[src/hw/pudc_pkg.sv]
// package: register map, field positions and reset values of the up/down counter block
package pudc_pkg;
   localparam int unsigned CNT_W = 4;
   // register byte offsets
   localparam logic [7:0] OFF_CTRL   = 8'h00;
   localparam logic [7:0] OFF_LOAD   = 8'h04;
   localparam logic [7:0] OFF_COUNT  = 8'h08;
   localparam logic [7:0] OFF_STATUS = 8'h0C;
   localparam logic [7:0] OFF_MASK   = 8'h10;
   // control field positions
   localparam int unsigned CTRL_LOAD_EN = 0;
   localparam int unsigned CTRL_CLEAR   = 1;
   localparam int unsigned CTRL_UP      = 2;
   localparam int unsigned CTRL_CARRY_N = 3;
   localparam int unsigned CTRL_W       = 4;
   // status field positions
   localparam int unsigned ST_TERM = 0;
   localparam int unsigned ST_WRAP = 1;
   localparam int unsigned ST_W    = 2;
   // reset values: carry input high (inhibited), direction bit low (pin decides)
   localparam logic [3:0] CTRL_RST = 4'h8;
   localparam logic [3:0] LOAD_RST = 4'h0;
   localparam logic [3:0] CNT_MAX  = 4'hF;
   localparam logic [3:0] CNT_MIN  = 4'h0;
endpackage

[src/hw/pudc_toggle_stage.sv]
// file holds one toggle stage with level load and clear overrides
`timescale 1ns/1ps
module pudc_toggle_stage
   import pudc_pkg::*;
(
   input  wire logic hclk,
   input  wire logic hresetn,
   input  wire logic clear,
   input  wire logic load_enable,
   input  wire logic load_bit,
   input  wire logic toggle,
   output logic      state
);
   // clear beats load, load beats toggle, toggle inverts on the edge
   always_ff @(posedge hclk or negedge hresetn) begin
      if (!hresetn) begin
         state <= 1'b0;
      end else if (clear) begin
         state <= 1'b0;
      end else if (load_enable) begin
         state <= load_bit;
      end else if (toggle) begin
         state <= ~state;
      end
   end
endmodule

[src/hw/pudc_counter.sv]
// file holds the up/down counter top with its AHB-Lite register slave
//
// Operation
// - Each state bit is a toggle stage that loads while loading is enabled, else inverts on a clock edge when its toggle input is 1.
// - While load enable is high the count copies the load bits and ignores counting edges.
// - While clear is high the count is forced to zero and counting edges are ignored.
// - The carry input is active low and while high the count holds.
// - When enabled the count steps by one on each rising clock edge in the selected direction.
// - Direction high counts up and direction low counts down.
// - The count is shown as a 4-bit binary value with bit 0 least significant.
// - The carry output is synchronous and active low, for cascading and terminal count.
// - At 15 counting up or 0 counting down the carry output is low for one whole clock cycle.
// - After load enable falls, counting resumes from the loaded value.
//
// Our own choices: the address map and register access over AHB-Lite.
`timescale 1ns/1ps
module pudc_counter
   import pudc_pkg::*;
(
   input  wire logic        hclk,
   input  wire logic        hresetn,
   input  wire logic        hsel,
   input  wire logic [31:0] haddr,
   input  wire logic [1:0]  htrans,
   input  wire logic        hwrite,
   input  wire logic [2:0]  hsize,
   input  wire logic [31:0] hwdata,
   input  wire logic        hready,
   output logic [31:0]      hrdata,
   output logic             hreadyout,
   output logic             hresp,
   input  wire logic        carry_in_n,
   input  wire logic        load_enable,
   input  wire logic        clear,
   input  wire logic        count_up,
   input  wire logic        load_bit_0,
   input  wire logic        load_bit_1,
   input  wire logic        load_bit_2,
   input  wire logic        load_bit_3,
   output logic             count_bit_0,
   output logic             count_bit_1,
   output logic             count_bit_2,
   output logic             count_bit_3,
   output logic             carry_out_n,
   output logic             irq
);
   logic [CTRL_W-1:0] ctrl;
   logic [CNT_W-1:0]  load_reg;
   logic [ST_W-1:0]   status;
   logic [ST_W-1:0]   mask;
   logic [CNT_W-1:0]  count;
   logic [CNT_W-1:0]  toggle;
   logic [CNT_W-1:0]  load_val;
   logic              eff_load;
   logic              eff_clear;
   logic              eff_up;
   logic              eff_carry_n;
   logic              terminal;
   logic              step;
   logic              dp_valid;
   logic              dp_write;
   logic [7:0]        dp_addr;
   logic [31:0]       next_hrdata;
   logic              rd_status;

   // pins and software controls merge; either may drive
   assign eff_load    = load_enable | ctrl[CTRL_LOAD_EN];
   assign eff_clear   = clear | ctrl[CTRL_CLEAR];
   assign eff_up      = count_up | ctrl[CTRL_UP];
   // both carry inputs are active low, so either one high inhibits counting
   assign eff_carry_n = carry_in_n | ctrl[CTRL_CARRY_N];
   assign load_val    = {load_bit_3, load_bit_2, load_bit_1, load_bit_0} | load_reg;

   // counting only when no override holds and carry input is low
   assign step = ~eff_clear & ~eff_load & ~eff_carry_n;

   // toggle terms: bit i flips when all lower bits are 1 (up) or 0 (down)
   genvar i;
   generate
      for (i = 0; i < CNT_W; i++) begin : g_stage
         if (i == 0) begin : g_lsb
            assign toggle[i] = step;
         end else begin : g_upper
            assign toggle[i] = step & (eff_up ? &count[i-1:0] : ~|count[i-1:0]);
         end
         pudc_toggle_stage u_stage (
            .hclk        (hclk),
            .hresetn     (hresetn),
            .clear       (eff_clear),
            .load_enable (eff_load),
            .load_bit    (load_val[i]),
            .toggle      (toggle[i]),
            .state       (count[i])
         );
      end
   endgenerate

   // terminal count per direction, gated by carry input
   assign terminal = ~eff_carry_n & (eff_up ? (count == CNT_MAX) : (count == CNT_MIN));
   assign carry_out_n = ~terminal;

   assign count_bit_0 = count[0];
   assign count_bit_1 = count[1];
   assign count_bit_2 = count[2];
   assign count_bit_3 = count[3];

   // ahb address phase capture
   always_ff @(posedge hclk or negedge hresetn) begin
      if (!hresetn) begin
         dp_valid <= 1'b0;
         dp_write <= 1'b0;
         dp_addr  <= 8'h00;
      end else if (hready) begin
         dp_valid <= hsel & htrans[1];
         dp_write <= hwrite;
         dp_addr  <= haddr[7:0];
      end
   end

   // control and load registers written in data phase
   always_ff @(posedge hclk or negedge hresetn) begin
      if (!hresetn) begin
         ctrl     <= CTRL_RST;
         load_reg <= LOAD_RST;
         mask     <= '0;
      end else if (dp_valid && dp_write) begin
         unique case (dp_addr)
            OFF_CTRL: ctrl     <= hwdata[CTRL_W-1:0];
            OFF_LOAD: load_reg <= hwdata[CNT_W-1:0];
            OFF_MASK: mask     <= hwdata[ST_W-1:0];
            default:  ;
         endcase
      end
   end

   // read data mux in address phase, registered into data phase
   always_comb begin
      next_hrdata = 32'h0000_0000;
      unique case (haddr[7:0])
         OFF_CTRL:   next_hrdata[CTRL_W-1:0] = ctrl;
         OFF_LOAD:   next_hrdata[CNT_W-1:0]  = load_reg;
         OFF_COUNT:  next_hrdata = {26'h0, terminal, ~carry_out_n ^ terminal, count};
         OFF_STATUS: next_hrdata[ST_W-1:0]   = status;
         OFF_MASK:   next_hrdata[ST_W-1:0]   = mask;
         default:    next_hrdata = 32'h0000_0000;
      endcase
   end

   assign rd_status = hready & hsel & htrans[1] & ~hwrite & (haddr[7:0] == OFF_STATUS);

   always_ff @(posedge hclk or negedge hresetn) begin
      if (!hresetn) begin
         hrdata <= 32'h0000_0000;
      end else if (hready && hsel && htrans[1] && !hwrite) begin
         hrdata <= next_hrdata;
      end
   end

   // sticky events: terminal count reached and counter wrapped; set wins over read-clear
   always_ff @(posedge hclk or negedge hresetn) begin
      if (!hresetn) begin
         status <= '0;
      end else begin
         for (int k = 0; k < ST_W; k++) begin
            if (rd_status) begin
               status[k] <= 1'b0;
            end
         end
         if (terminal) begin
            status[ST_TERM] <= 1'b1;
         end
         if (terminal && step) begin
            status[ST_WRAP] <= 1'b1;
         end
      end
   end

   assign irq       = |(status & mask);
   assign hreadyout = 1'b1;
   assign hresp     = 1'b0;
endmodule

[config.mk]
export PLATFORM = sky130hd
export DESIGN_NAME = pudc_counter
export DESIGN_NICKNAME = d
export VERILOG_FILES = /design/src/hw/pudc_pkg.sv /design/src/hw/pudc_toggle_stage.sv /design/src/hw/pudc_counter.sv
export SDC_FILE = /design/constraint.sdc
export NUM_CORES = 1
export LEC_CHECK = 0
export BUFFER_PORTS_ARGS = -buffer_cell sky130_fd_sc_hd__buf_2
export CORE_UTILIZATION = 44
export DETAILED_ROUTE_END_ITERATION = 16
export PLACE_DENSITY_LB_ADDON = 0.05
export RECOVER_POWER = 25
export SLEW_MARGIN = 20
export SYNTH_ARGS = -nofsm -noshare
export SYNTH_HDL_FRONTEND = slang
export SYNTH_SLANG_ARGS = --single-unit
[constraint.sdc]
create_clock -name hclk -period 4.06 [get_ports hclk]
set_input_delay 0.203 -clock hclk [delete_from_list [all_inputs] [get_ports hclk]]
set_output_delay 0.203 -clock hclk [all_outputs]
set_load 0.05 [all_outputs]
Yosys cells after proc, flatten, opt, wreduce, memory -nomap -nowiden:

Index checks and enable logic that the tools add are counted.

* mux-type cells: 22
* bitwise operators: 26
* equality and inequality tests: 7
* reduce and logical (&&, ||, !) cells: 26

Operator list (number)
* 1-bit 2-to-1 mux: 19
* 8-bit by 3-bit == test with 1-bit output, second input constant: 2
* 8-bit by 4-bit == test with 1-bit output, second input constant: 2
* 8-bit by 5-bit == test with 1-bit output, second input constant: 2
* 8-bit logical NOT: 2
* 3-bit nonzero test: 4
* 1-bit AND: 11
* 2-bit one-hot mux with 5 select lines: 1
* 1-bit NOT: 9
* 2-bit AND reduction: 4
* 2-bit one-hot mux with 3 select lines: 1
* 1-bit logical AND: 5
* 4-bit == test, second input constant: 1
* 1-bit logical NOT: 4
* 4-bit logical NOT: 1
* 1-bit bitwise OR: 4
* 4-bit bitwise OR: 1
* 2-bit nonzero test: 2
* 2-bit OR reduction: 2
* 3-bit AND reduction: 1
* 3-bit OR reduction: 1
* 2-bit AND: 1
* 2-bit 2-to-1 mux: 1

* logic and storage cells: 94
* bits of input ports: 82
* output and inout port bits: 40
* bits in registers: 58

Logic depth before layout (Yosys ltp):

Gate-level depths: netlist of the first run.

* depth after elaboration: 8
* depth in mapped cells: 5
* mapped depth without buffers: 4

Hierarchy:

Synthesis of the first run repeated with hierarchy kept, for this count alone.

* cells, all modules: 168
* area total of the unflattened synthesis: 1829.3 um^2

Modules (own cells, without submodules)
* pudc_counter: times used 1, area an instance 1604.0 um^2, cells each 148, seq. area each 676.9 um^2
* pudc_toggle_stage: times used 4, area an instance 56.3 um^2, cells each 5, seq. area each 25.0 um^2

Worst setup path before layout of the first run:

No wires, ideal clock.

* path type: flip-flop to output port
* from: register g_stage[1].u_stage.state
* to: output port carry_out_n
* path buffers: 0
* stages on the path, launching flop included: 4
* setup slack: 2.151 ns
* required time: 3.857 ns
* arrival: 1.706 ns
* cells stage by stage: dfrtp_1 -> or4_1 -> o22ai_1 -> inv_1

* cells in the longest elaborated chain, start to end: 4
* elaborated cells on any way between the ends: 5
* those cells by class: eq/ne (1); mux (1); bitwise (2); reduce/logical (1)

RTL lines
* start, declared: RTL line pudc_toggle_stage.sv:12 `output logic state`
* start signal, assigned: RTL line pudc_toggle_stage.sv:21 `state <= load_bit;`
* start signal, assigned: RTL line pudc_toggle_stage.sv:23 `state <= ~state;`
* 4-bit == test / 4-bit logical NOT (equally long branches): RTL line pudc_counter.sv:99 `assign terminal = ~eff_carry_n & (eff_up ? (count == CNT_MAX) : (count == CNT_MIN));`
* 1-bit 2-to-1 mux *: RTL line pudc_counter.sv:99
* 1-bit AND *: RTL line pudc_counter.sv:99
* 1-bit NOT *: RTL line pudc_counter.sv:100 `assign carry_out_n = ~terminal;`
* end, declared: RTL line pudc_counter.sv:44 `output logic carry_out_n,`

Mark *: on every way between the ends. The rest lies on a longest branch, timed or not.

Worst setup path in the final report of the first run:

* from: register ctrl[3]
* to: output port carry_out_n

* cells in the longest elaborated chain, start to end: 4

RTL lines
* start, declared: RTL line pudc_counter.sv:47 `logic [CTRL_W-1:0] ctrl;`
* start signal, assigned: RTL line pudc_counter.sv:128 `OFF_CTRL: ctrl <= hwdata[CTRL_W-1:0];`
* 1-bit bitwise OR: RTL line pudc_counter.sv:71 `assign eff_carry_n = carry_in_n | ctrl[CTRL_CARRY_N];`
* 1-bit NOT: RTL line pudc_counter.sv:99
* 1-bit AND: RTL line pudc_counter.sv:99
* 1-bit NOT: RTL line pudc_counter.sv:100

Every way passes these cells.

==> flow_metrics.env, run 1 <==
export IMPL_crit_path_end_kind="output pin"
export IMPL_largest_reg_flops=8
export IMPL_yosysTopAreaCell="dfrtp_1"
export IMPL_synth_common_cells="dfrtp_1 (30), buf_4 (29), mux2_2 (19)"
export IMPL_cts_setup_buffers=0
export IMPL_yosys_most_used_dff="dfrtp_1"
export IMPL_synth_async_sr_flop_share_pct=100.0
export IMPL_reg2reg_to="ctrl[1]$_DFFE_PN0P_"
export IMPL_layout_drive_gt1_share_pct=35.60
export IMPL_synth_seq_area_share_pct=45.43
export IMPL_die_h_um=64.35
export IMPL_holdPathEnd="load_reg[2]$_DFFE_PN0P_"
export IMPL_synth_seq_cells=31
export IMPL_fillerInstances=334
export IMPL_synth_xor_area_share_pct=1.536
export IMPL_rows=22
export IMPL_gp_congestion=0.7564
export IMPL_setup_viol=0
export IMPL_status="finished with violations"
export IMPL_hold_viol=0
export IMPL_wl_per_cell_um=13.45
export IMPL_first_pass_iters=4
export IMPL_startpoint_type="flop"
export IMPL_top_register="dp_addr"
export IMPL_areaGrowthSynthToFinish_pct=12.95
export IMPL_fin_area_sq_um=1932
export IMPL_syn_avg_cell_area_sq_um=11.33
export IMPL_clk_latency_ns=0.28
export IMPL_dpl_cell_area_sq_um=1823
export IMPL_dp_hpwl_um=2467
export IMPL_critical_path_max_fanout=6
export IMPL_finalHoldWorstSlack_ns=0.1606
export IMPL_portBuffers=36
export IMPL_start_util_pct=46.37
export IMPL_reg_largest_list="dp_addr x8, hrdata x5"
export IMPL_crit_required_ns=3.86
export IMPL_drv_cap=1
export IMPL_synth_area_sq_um=1710
export IMPL_synthAdderAreaFrac_pct=0
export IMPL_r2r_slack_ns=1.98
export IMPL_drt_drc_violations_left=0
export IMPL_pin_count=122
export IMPL_synth_top_area_share_pct=43.89
export IMPL_die_area_sq_um=4140
export IMPL_diodes=0
export IMPL_timing_rr_start="dp_addr[1]$_DFFE_PN0P_"
export IMPL_cts_tree="yes"
export IMPL_p_leak_nw=0.8990
export IMPL_rr_worst_depth=4
export IMPL_synth_edf_count=0
export IMPL_arrival_ns=1.97
export IMPL_numCtsBuffers=5
export IMPL_tightestPinTransition_ns=1.622
export IMPL_synth_simple_area_share_pct=10.39
export IMPL_vias=1220
export IMPL_power_density_nw_per_um2=407.9
export IMPL_synth_compound_area_share_pct=11.63
export IMPL_cts_buffer_depth=2
export IMPL_core_sq_um=3689
export IMPL_fin_nets=272
export IMPL_fin_crit_sh_pct=53.55
export IMPL_grt_usage_pct=17.08
export IMPL_htree_levels=2
export IMPL_muxShareOfSynthArea_pct=16.31
export IMPL_fin_crit_ns=2.174
export IMPL_critPathKind="reg -> out"
export IMPL_cts_sinks=31
export IMPL_syn_inst=151
export IMPL_path_clk_slew_ns=0.07
export IMPL_yosys_warnings=0
export IMPL_min_path_cells=2
export IMPL_tns_ns=0
export IMPL_hold_class="in -> reg"
export IMPL_grt_overflow=0
export IMPL_ant_nets=0
export IMPL_rsz0062_at_grt="false"
export IMPL_hp_start="hwdata[2]"
export IMPL_routed_wl_um=3214
export IMPL_dp_cells=230
export IMPL_antenna_found_initial=0
export IMPL_die_w_um=64.35
export IMPL_ir_worst_vdd_mv=0.2169
export IMPL_grt_max_degree=32
export IMPL_skew_ns=0.009026
export IMPL_max_freq_mhz=460.0
export IMPL_slew_violations=32
export IMPL_cts_root_buffer_cell="clkbuf_8"
export IMPL_instances_no_fill=239
export IMPL_avgViaCountPerCell=5.105
export IMPL_yosys_cell_count_top_type="dfrtp_1"
export IMPL_violations="max-capacitance violations, max-slew violations"
export IMPL_yosysUniqueCellTypes=34
export IMPL_synth_area_top_cells="dfrtp_1 (44%), buf_4 (13%), mux2_2 (13%)"
export IMPL_relSlewSlack_pct=-8.126
export IMPL_synth_top_family_by_area="multiplexers"
export IMPL_first_iter_violations=37
export IMPL_grt_pass1_wl_um=5264
export IMPL_grt_pass1_vias=1130
==> worst max-delay path by stage <==
stage                                                    start                   to  cells past startpoint
after detailed placement                dp_addr[1]$_DFFE_PN0P_  ctrl[1]$_DFFE_PN0P_                      4
final                                      ctrl[3]$_DFFE_PN1P_          carry_out_n                      5
after global routing                       ctrl[3]$_DFFE_PN1P_          carry_out_n                      5
after global placement                  dp_addr[1]$_DFFE_PN0P_  ctrl[2]$_DFFE_PN0P_                      4
after floorplan           g_stage[1].u_stage.state$_DFFE_PN0P_          carry_out_n                      3
after CTS                                  ctrl[3]$_DFFE_PN1P_          carry_out_n                      5
==> metrics by stage <==
step                      setup slack [ns]  total power, W  util [%]
after detailed placement             2.008       0.0005331     49.42
after global routing                 1.809       0.0008244     52.37
after global placement               2.031       0.0005300     49.42
after CTS                            1.877       0.0007949     52.41
after floorplan                      2.151       0.0005096         -
final                                1.886       0.0007879     52.37
==> final cells by class <==
cell class / instances / area (sq um) / share of cell area, %
inverter: 4 / 15.01 / 0.7772
sequential: 31 / 777.0 / 40.22
tap: 48 / 60.06 / 3.109
clock buffer: 8 / 100.1 / 5.181
multi-input combinational: 111 / 790.8 / 40.93
timing repair buffer: 37 / 188.9 / 9.780
==> per-layer routing <==
layer / wire length, um / vias up / global-route usage [%]
met1: 1454 / 590 / 22.62
met4: 38 / 0 / 5.000
met5: 0 / - / 0
li1: - / 570 / -
met2: 1519 / 54 / 26.71
met3: 201 / 6 / 5.357
==> critical path, cell delays in order (launching register included) <==
cell and delay, ns:
dfstp_2 0.38, or2_2 0.35, or3_1 0.32, o22ai_1 0.34, inv_1 0.08, buf_2 0.22
==> cell families after synthesis <==
kind of cell | Yosys count
compound gates | 29
simple gates | 27
buf+inv | 36
flops | 31
other cells | 2
mux | 23
xor+xnor | 3
==> repair_timing <==
item,CTS,global route
hold buffers,1,0
resized for setup,0,0
endpoints found under the hold margin,30,0
==> power breakdown <==
| part | internal (W) | total, W | switching (W) |
|---|---|---|---|
| Clock | 0.000154 | 0.000260 | 0.000105 |
| Combinational | 0.0000479 | 0.000172 | 0.000124 |
| Sequential | 0.000333 | 0.000356 | 0.0000236 |
==> cells in the final DEF, fill, tap and decap left out, types with 2 or more instances in the layout <==
cell and instances:
inv_1 4, buf_2 35, nor4_2 2, nand3_1 5
conb_1 29, mux2i_1 2, a21oi_1 5, or4_1 3
mux4_2 2, mux2_2 19, a22o_1 5, clkbuf_8 7
nand2_1 3, o31ai_1 4, a32o_1 2, nor2_1 4
o21ai_0 7, clkbuf_1 2, nand3b_1 2, or3_1 3
xnor2_1 2, dfrtp_1 30
(Power assumes the default switching activity.)
==> run 2, diff against run 1 <==
Settings changed: ABC_AREA from default to 1, CORE_UTILIZATION 44 to 43.
Clock period 4.06 ns to 2.2 ns, I/O delays scaled along.
==> run 2 against run 1 <==
The flow now finishes without violations. Combinational power rose by 92%. Register-to-register slack worse by 1.0 ns. Sequential share of layout area fell by 4.2 points. Worst hold slack worse by 0.11 ns. Clock skew fell by 0.0024 ns. Global-route usage rose by 1.3 points. Count of clock-buffer cells in the layout unchanged. Critical path depth unchanged. Critical path type unchanged. Largest cell class unchanged. Highest routed layer unchanged.
==> flow_metrics.env, run 2 <==
export IMPL_status="finished clean"
export IMPL_yosys_most_used_dff="dfrtp_1"
export IMPL_cts_sinks=31
export IMPL_htree_levels=2
export IMPL_layout_commonest_cell="nand2_1"
export IMPL_synth_top_area_share_pct=38.39
export IMPL_grt_max_degree=32
export IMPL_core_sq_um=4354
export IMPL_skew_ns=0.006672
export IMPL_synth_seq_area_share_pct=39.73
export IMPL_min_path_cells=3
export IMPL_arrival_ns=1.47
export IMPL_pwr_share_seq_pct=46.5
export IMPL_syn_inst=248
export IMPL_wl_per_cell_um=11.71
export IMPL_final_cell_mix="nand2_1 (58), buf_2 (36), dfrtp_1 (30), conb_1 (29), inv_1 (22)"
export IMPL_tns_ns=0
export IMPL_antenna_found_initial=0
export IMPL_hold_class="in -> reg"
export IMPL_drv_cap=0
export IMPL_areaGrowthSynthToFinish_pct=10.17
export IMPL_path_clk_slew_ns=0.07
export IMPL_drt_drc_violations_left=0
export IMPL_avgViaCountPerCell=4.625
export IMPL_p_leak_nw=1.072
export IMPL_crit_required_ns=2.09
export IMPL_swShare_pct=36.21
export IMPL_p_clk_share_pct=30.4
export IMPL_busiest_layer="met2"
export IMPL_synth_common_cells="nand2_1 (58), dfrtp_1 (30), buf_4 (29)"
export IMPL_rsz0062_at_grt="false"
export IMPL_die_h_um=69.44
export IMPL_yosys_cell_count_top_type="nand2_1"
export IMPL_yosysUniqueCellTypes=27
export IMPL_die_area_sq_um=4822
export IMPL_diodes=0
export IMPL_fin_crit_sh_pct=71.70
export IMPL_max_freq_mhz=633.9
export IMPL_yosys_warnings=0
export IMPL_ant_nets=0
export IMPL_crit_path_end_kind="output pin"
export IMPL_fin_nets=370
export IMPL_synth_edf_count=0
export IMPL_slew_violations=0
export IMPL_fin_crit_ns=1.577
export IMPL_grt_pass1_vias=1483
export IMPL_yosysTopAreaCell="dfrtp_1"
export IMPL_largest_reg_flops=8
export IMPL_startpoint_type="flop"
export IMPL_rr_worst_depth=6
export IMPL_finalWorstSetupSlack_ns=0.6226
export IMPL_pin_count=122
export IMPL_synth_area_top_cells="dfrtp_1 (38%), buf_4 (11%), nand2_1 (11%)"
export IMPL_fillerInstances=461
export IMPL_finalHoldWorstSlack_ns=0.04979
export IMPL_p_int_w=0.0009160
export IMPL_reg_largest_list="dp_addr x8, hrdata x5"
export IMPL_grtUsageMet2_pct=27.08
export IMPL_setup_viol=0
export IMPL_switchingPower_w=0.0005199
export IMPL_grt_pass1_wl_um=6920
export IMPL_synth_area_sq_um=1956
export IMPL_clk_latency_ns=0.28
export IMPL_top_register="dp_addr"
export IMPL_grt_overflow=0
export IMPL_combPwrFrac_pct=23.0
export IMPL_register_area_sq_um=777.0
export IMPL_grt_usage_pct=18.41
export IMPL_cts_resized_gates=0
export IMPL_die_w_um=69.44
export IMPL_synth_seq_cells=31
export IMPL_first_iter_violations=90
export IMPL_critPathKind="reg -> out"
export IMPL_portBuffers=36
export IMPL_start_util_pct=44.91
export IMPL_relSlewSlack_pct=52.99
export IMPL_gp_congestion=0.8363
export IMPL_layout_drive_gt1_share_pct=25.26
export IMPL_post_place_ws_ns=0.9350
export IMPL_power_density_nw_per_um2=666.5
export IMPL_vias=1577
export IMPL_hold_viol=0
export IMPL_grtUsageMet1_pct=26.17
export IMPL_ir_worst_vdd_mv=0.4061
export IMPL_cts_buffer_depth=2
export IMPL_gr_usage_met3_pct=3.634
export IMPL_rows=24
export IMPL_synth_async_sr_flop_share_pct=100.0
export IMPL_cts_root_buffer_cell="clkbuf_8"
export IMPL_cts_tree="yes"
export IMPL_syn_avg_cell_area_sq_um=7.886
export IMPL_first_pass_iters=4
export IMPL_critical_path_max_fanout=8
export IMPL_dp_hpwl_um=3055
export IMPL_multi_input_area_sq_um=939.7
export IMPL_tightestPinTransition_ns=0.7051
export IMPL_routed_wl_um=3994
export IMPL_numCtsBuffers=5
run 2: routing by layer:
metal  up-vias  routed length, um  part of all wire [%]
met2        54               1710                    43
li1        819                  -                     -
met1       696               1991                    50
met5         -                  0                     0
met4         0                 80                   2.0
met3         8                211                   5.3
run 2: worst max-delay path, stage by stage, from the launching register on:
cell,delay (ns)
dfrtp_1,0.52
inv_2,0.08
nand3_1,0.10
nand2_1,0.09
nand3_2,0.12
buf_2,0.27
run 2: worst paths after layout:
kind                                           to                            startpoint  slack, ns
max                                   carry_out_n  g_stage[0].u_stage.state$_DFFE_PN0P_       0.62
min                           ctrl[3]$_DFFE_PN1P_                             hwdata[3]       0.05
min reg2reg                 hrdata[2]$_DFFE_PN0N_                 hrdata[2]$_DFFE_PN0N_       0.47
max in group asynchronous   hrdata[3]$_DFFE_PN0N_                               hresetn       1.34
max reg2reg                   mask[1]$_DFFE_PN0P_                dp_addr[1]$_DFFE_PN0P_       0.95
min in group asynchronous  dp_addr[1]$_DFFE_PN0P_                               hresetn       0.41
run 2: kinds of logic after synthesis:
family / count (synthesis) / share of synthesized area (%)
other: 2 / 0.3840
buffers and inverters: 57 / 17.40
AO/OA/AOI/OAI: 42 / 12.22
AND/OR/NAND/NOR: 116 / 30.26
flip-flops: 31 / 39.73
run 2: area by class of cell:
cell class | instances | area share, %
clock buffers | 8 | 3.717
inverters | 26 | 4.762
multi-input cells | 187 | 43.61
flip-flops and latches | 31 | 36.06
well taps | 52 | 3.020
repair buffers | 37 | 8.827
run 2: timing repair:
action                    4_1_cts  5_1_grt
hold buffers                    1        0
hold endpoints to repair       30        0
setup buffers                   0        0
run 2: power groups by stage:
| stage | Sequential [W] | Combinational (W) | Clock (W) |
|---|---|---|---|
| detailed placement | 0.000681 | 0.000332 | 0 |
| CTS | 0.000670 | 0.000334 | 0.000441 |
| floorplan | 0.000710 | 0.000257 | 0 |
| finish | 0.000668 | 0.000331 | 0.000437 |
| global placement | 0.000681 | 0.000330 | 0 |
| global route | 0.000676 | 0.000361 | 0.000474 |
run 2: metrics by stage:
| step | utilization [%] | total power, W | instance area, sq um | cells |
|---|---|---|---|---|
| 5_1_grt | 49.48 | 0.001511 | 2155 | 341 |
| 3_3_place_gp | 47.41 | 0.001010 | 2064 | 332 |
| 6_report | 49.48 | 0.001436 | 2155 | 341 |
| 3_5_place_dp | 47.41 | 0.001012 | 2064 | 332 |
| 2_1_floorplan | - | 0.0009672 | 2057 | 275 |
| 4_1_cts | 49.48 | 0.001445 | 2155 | 341 |
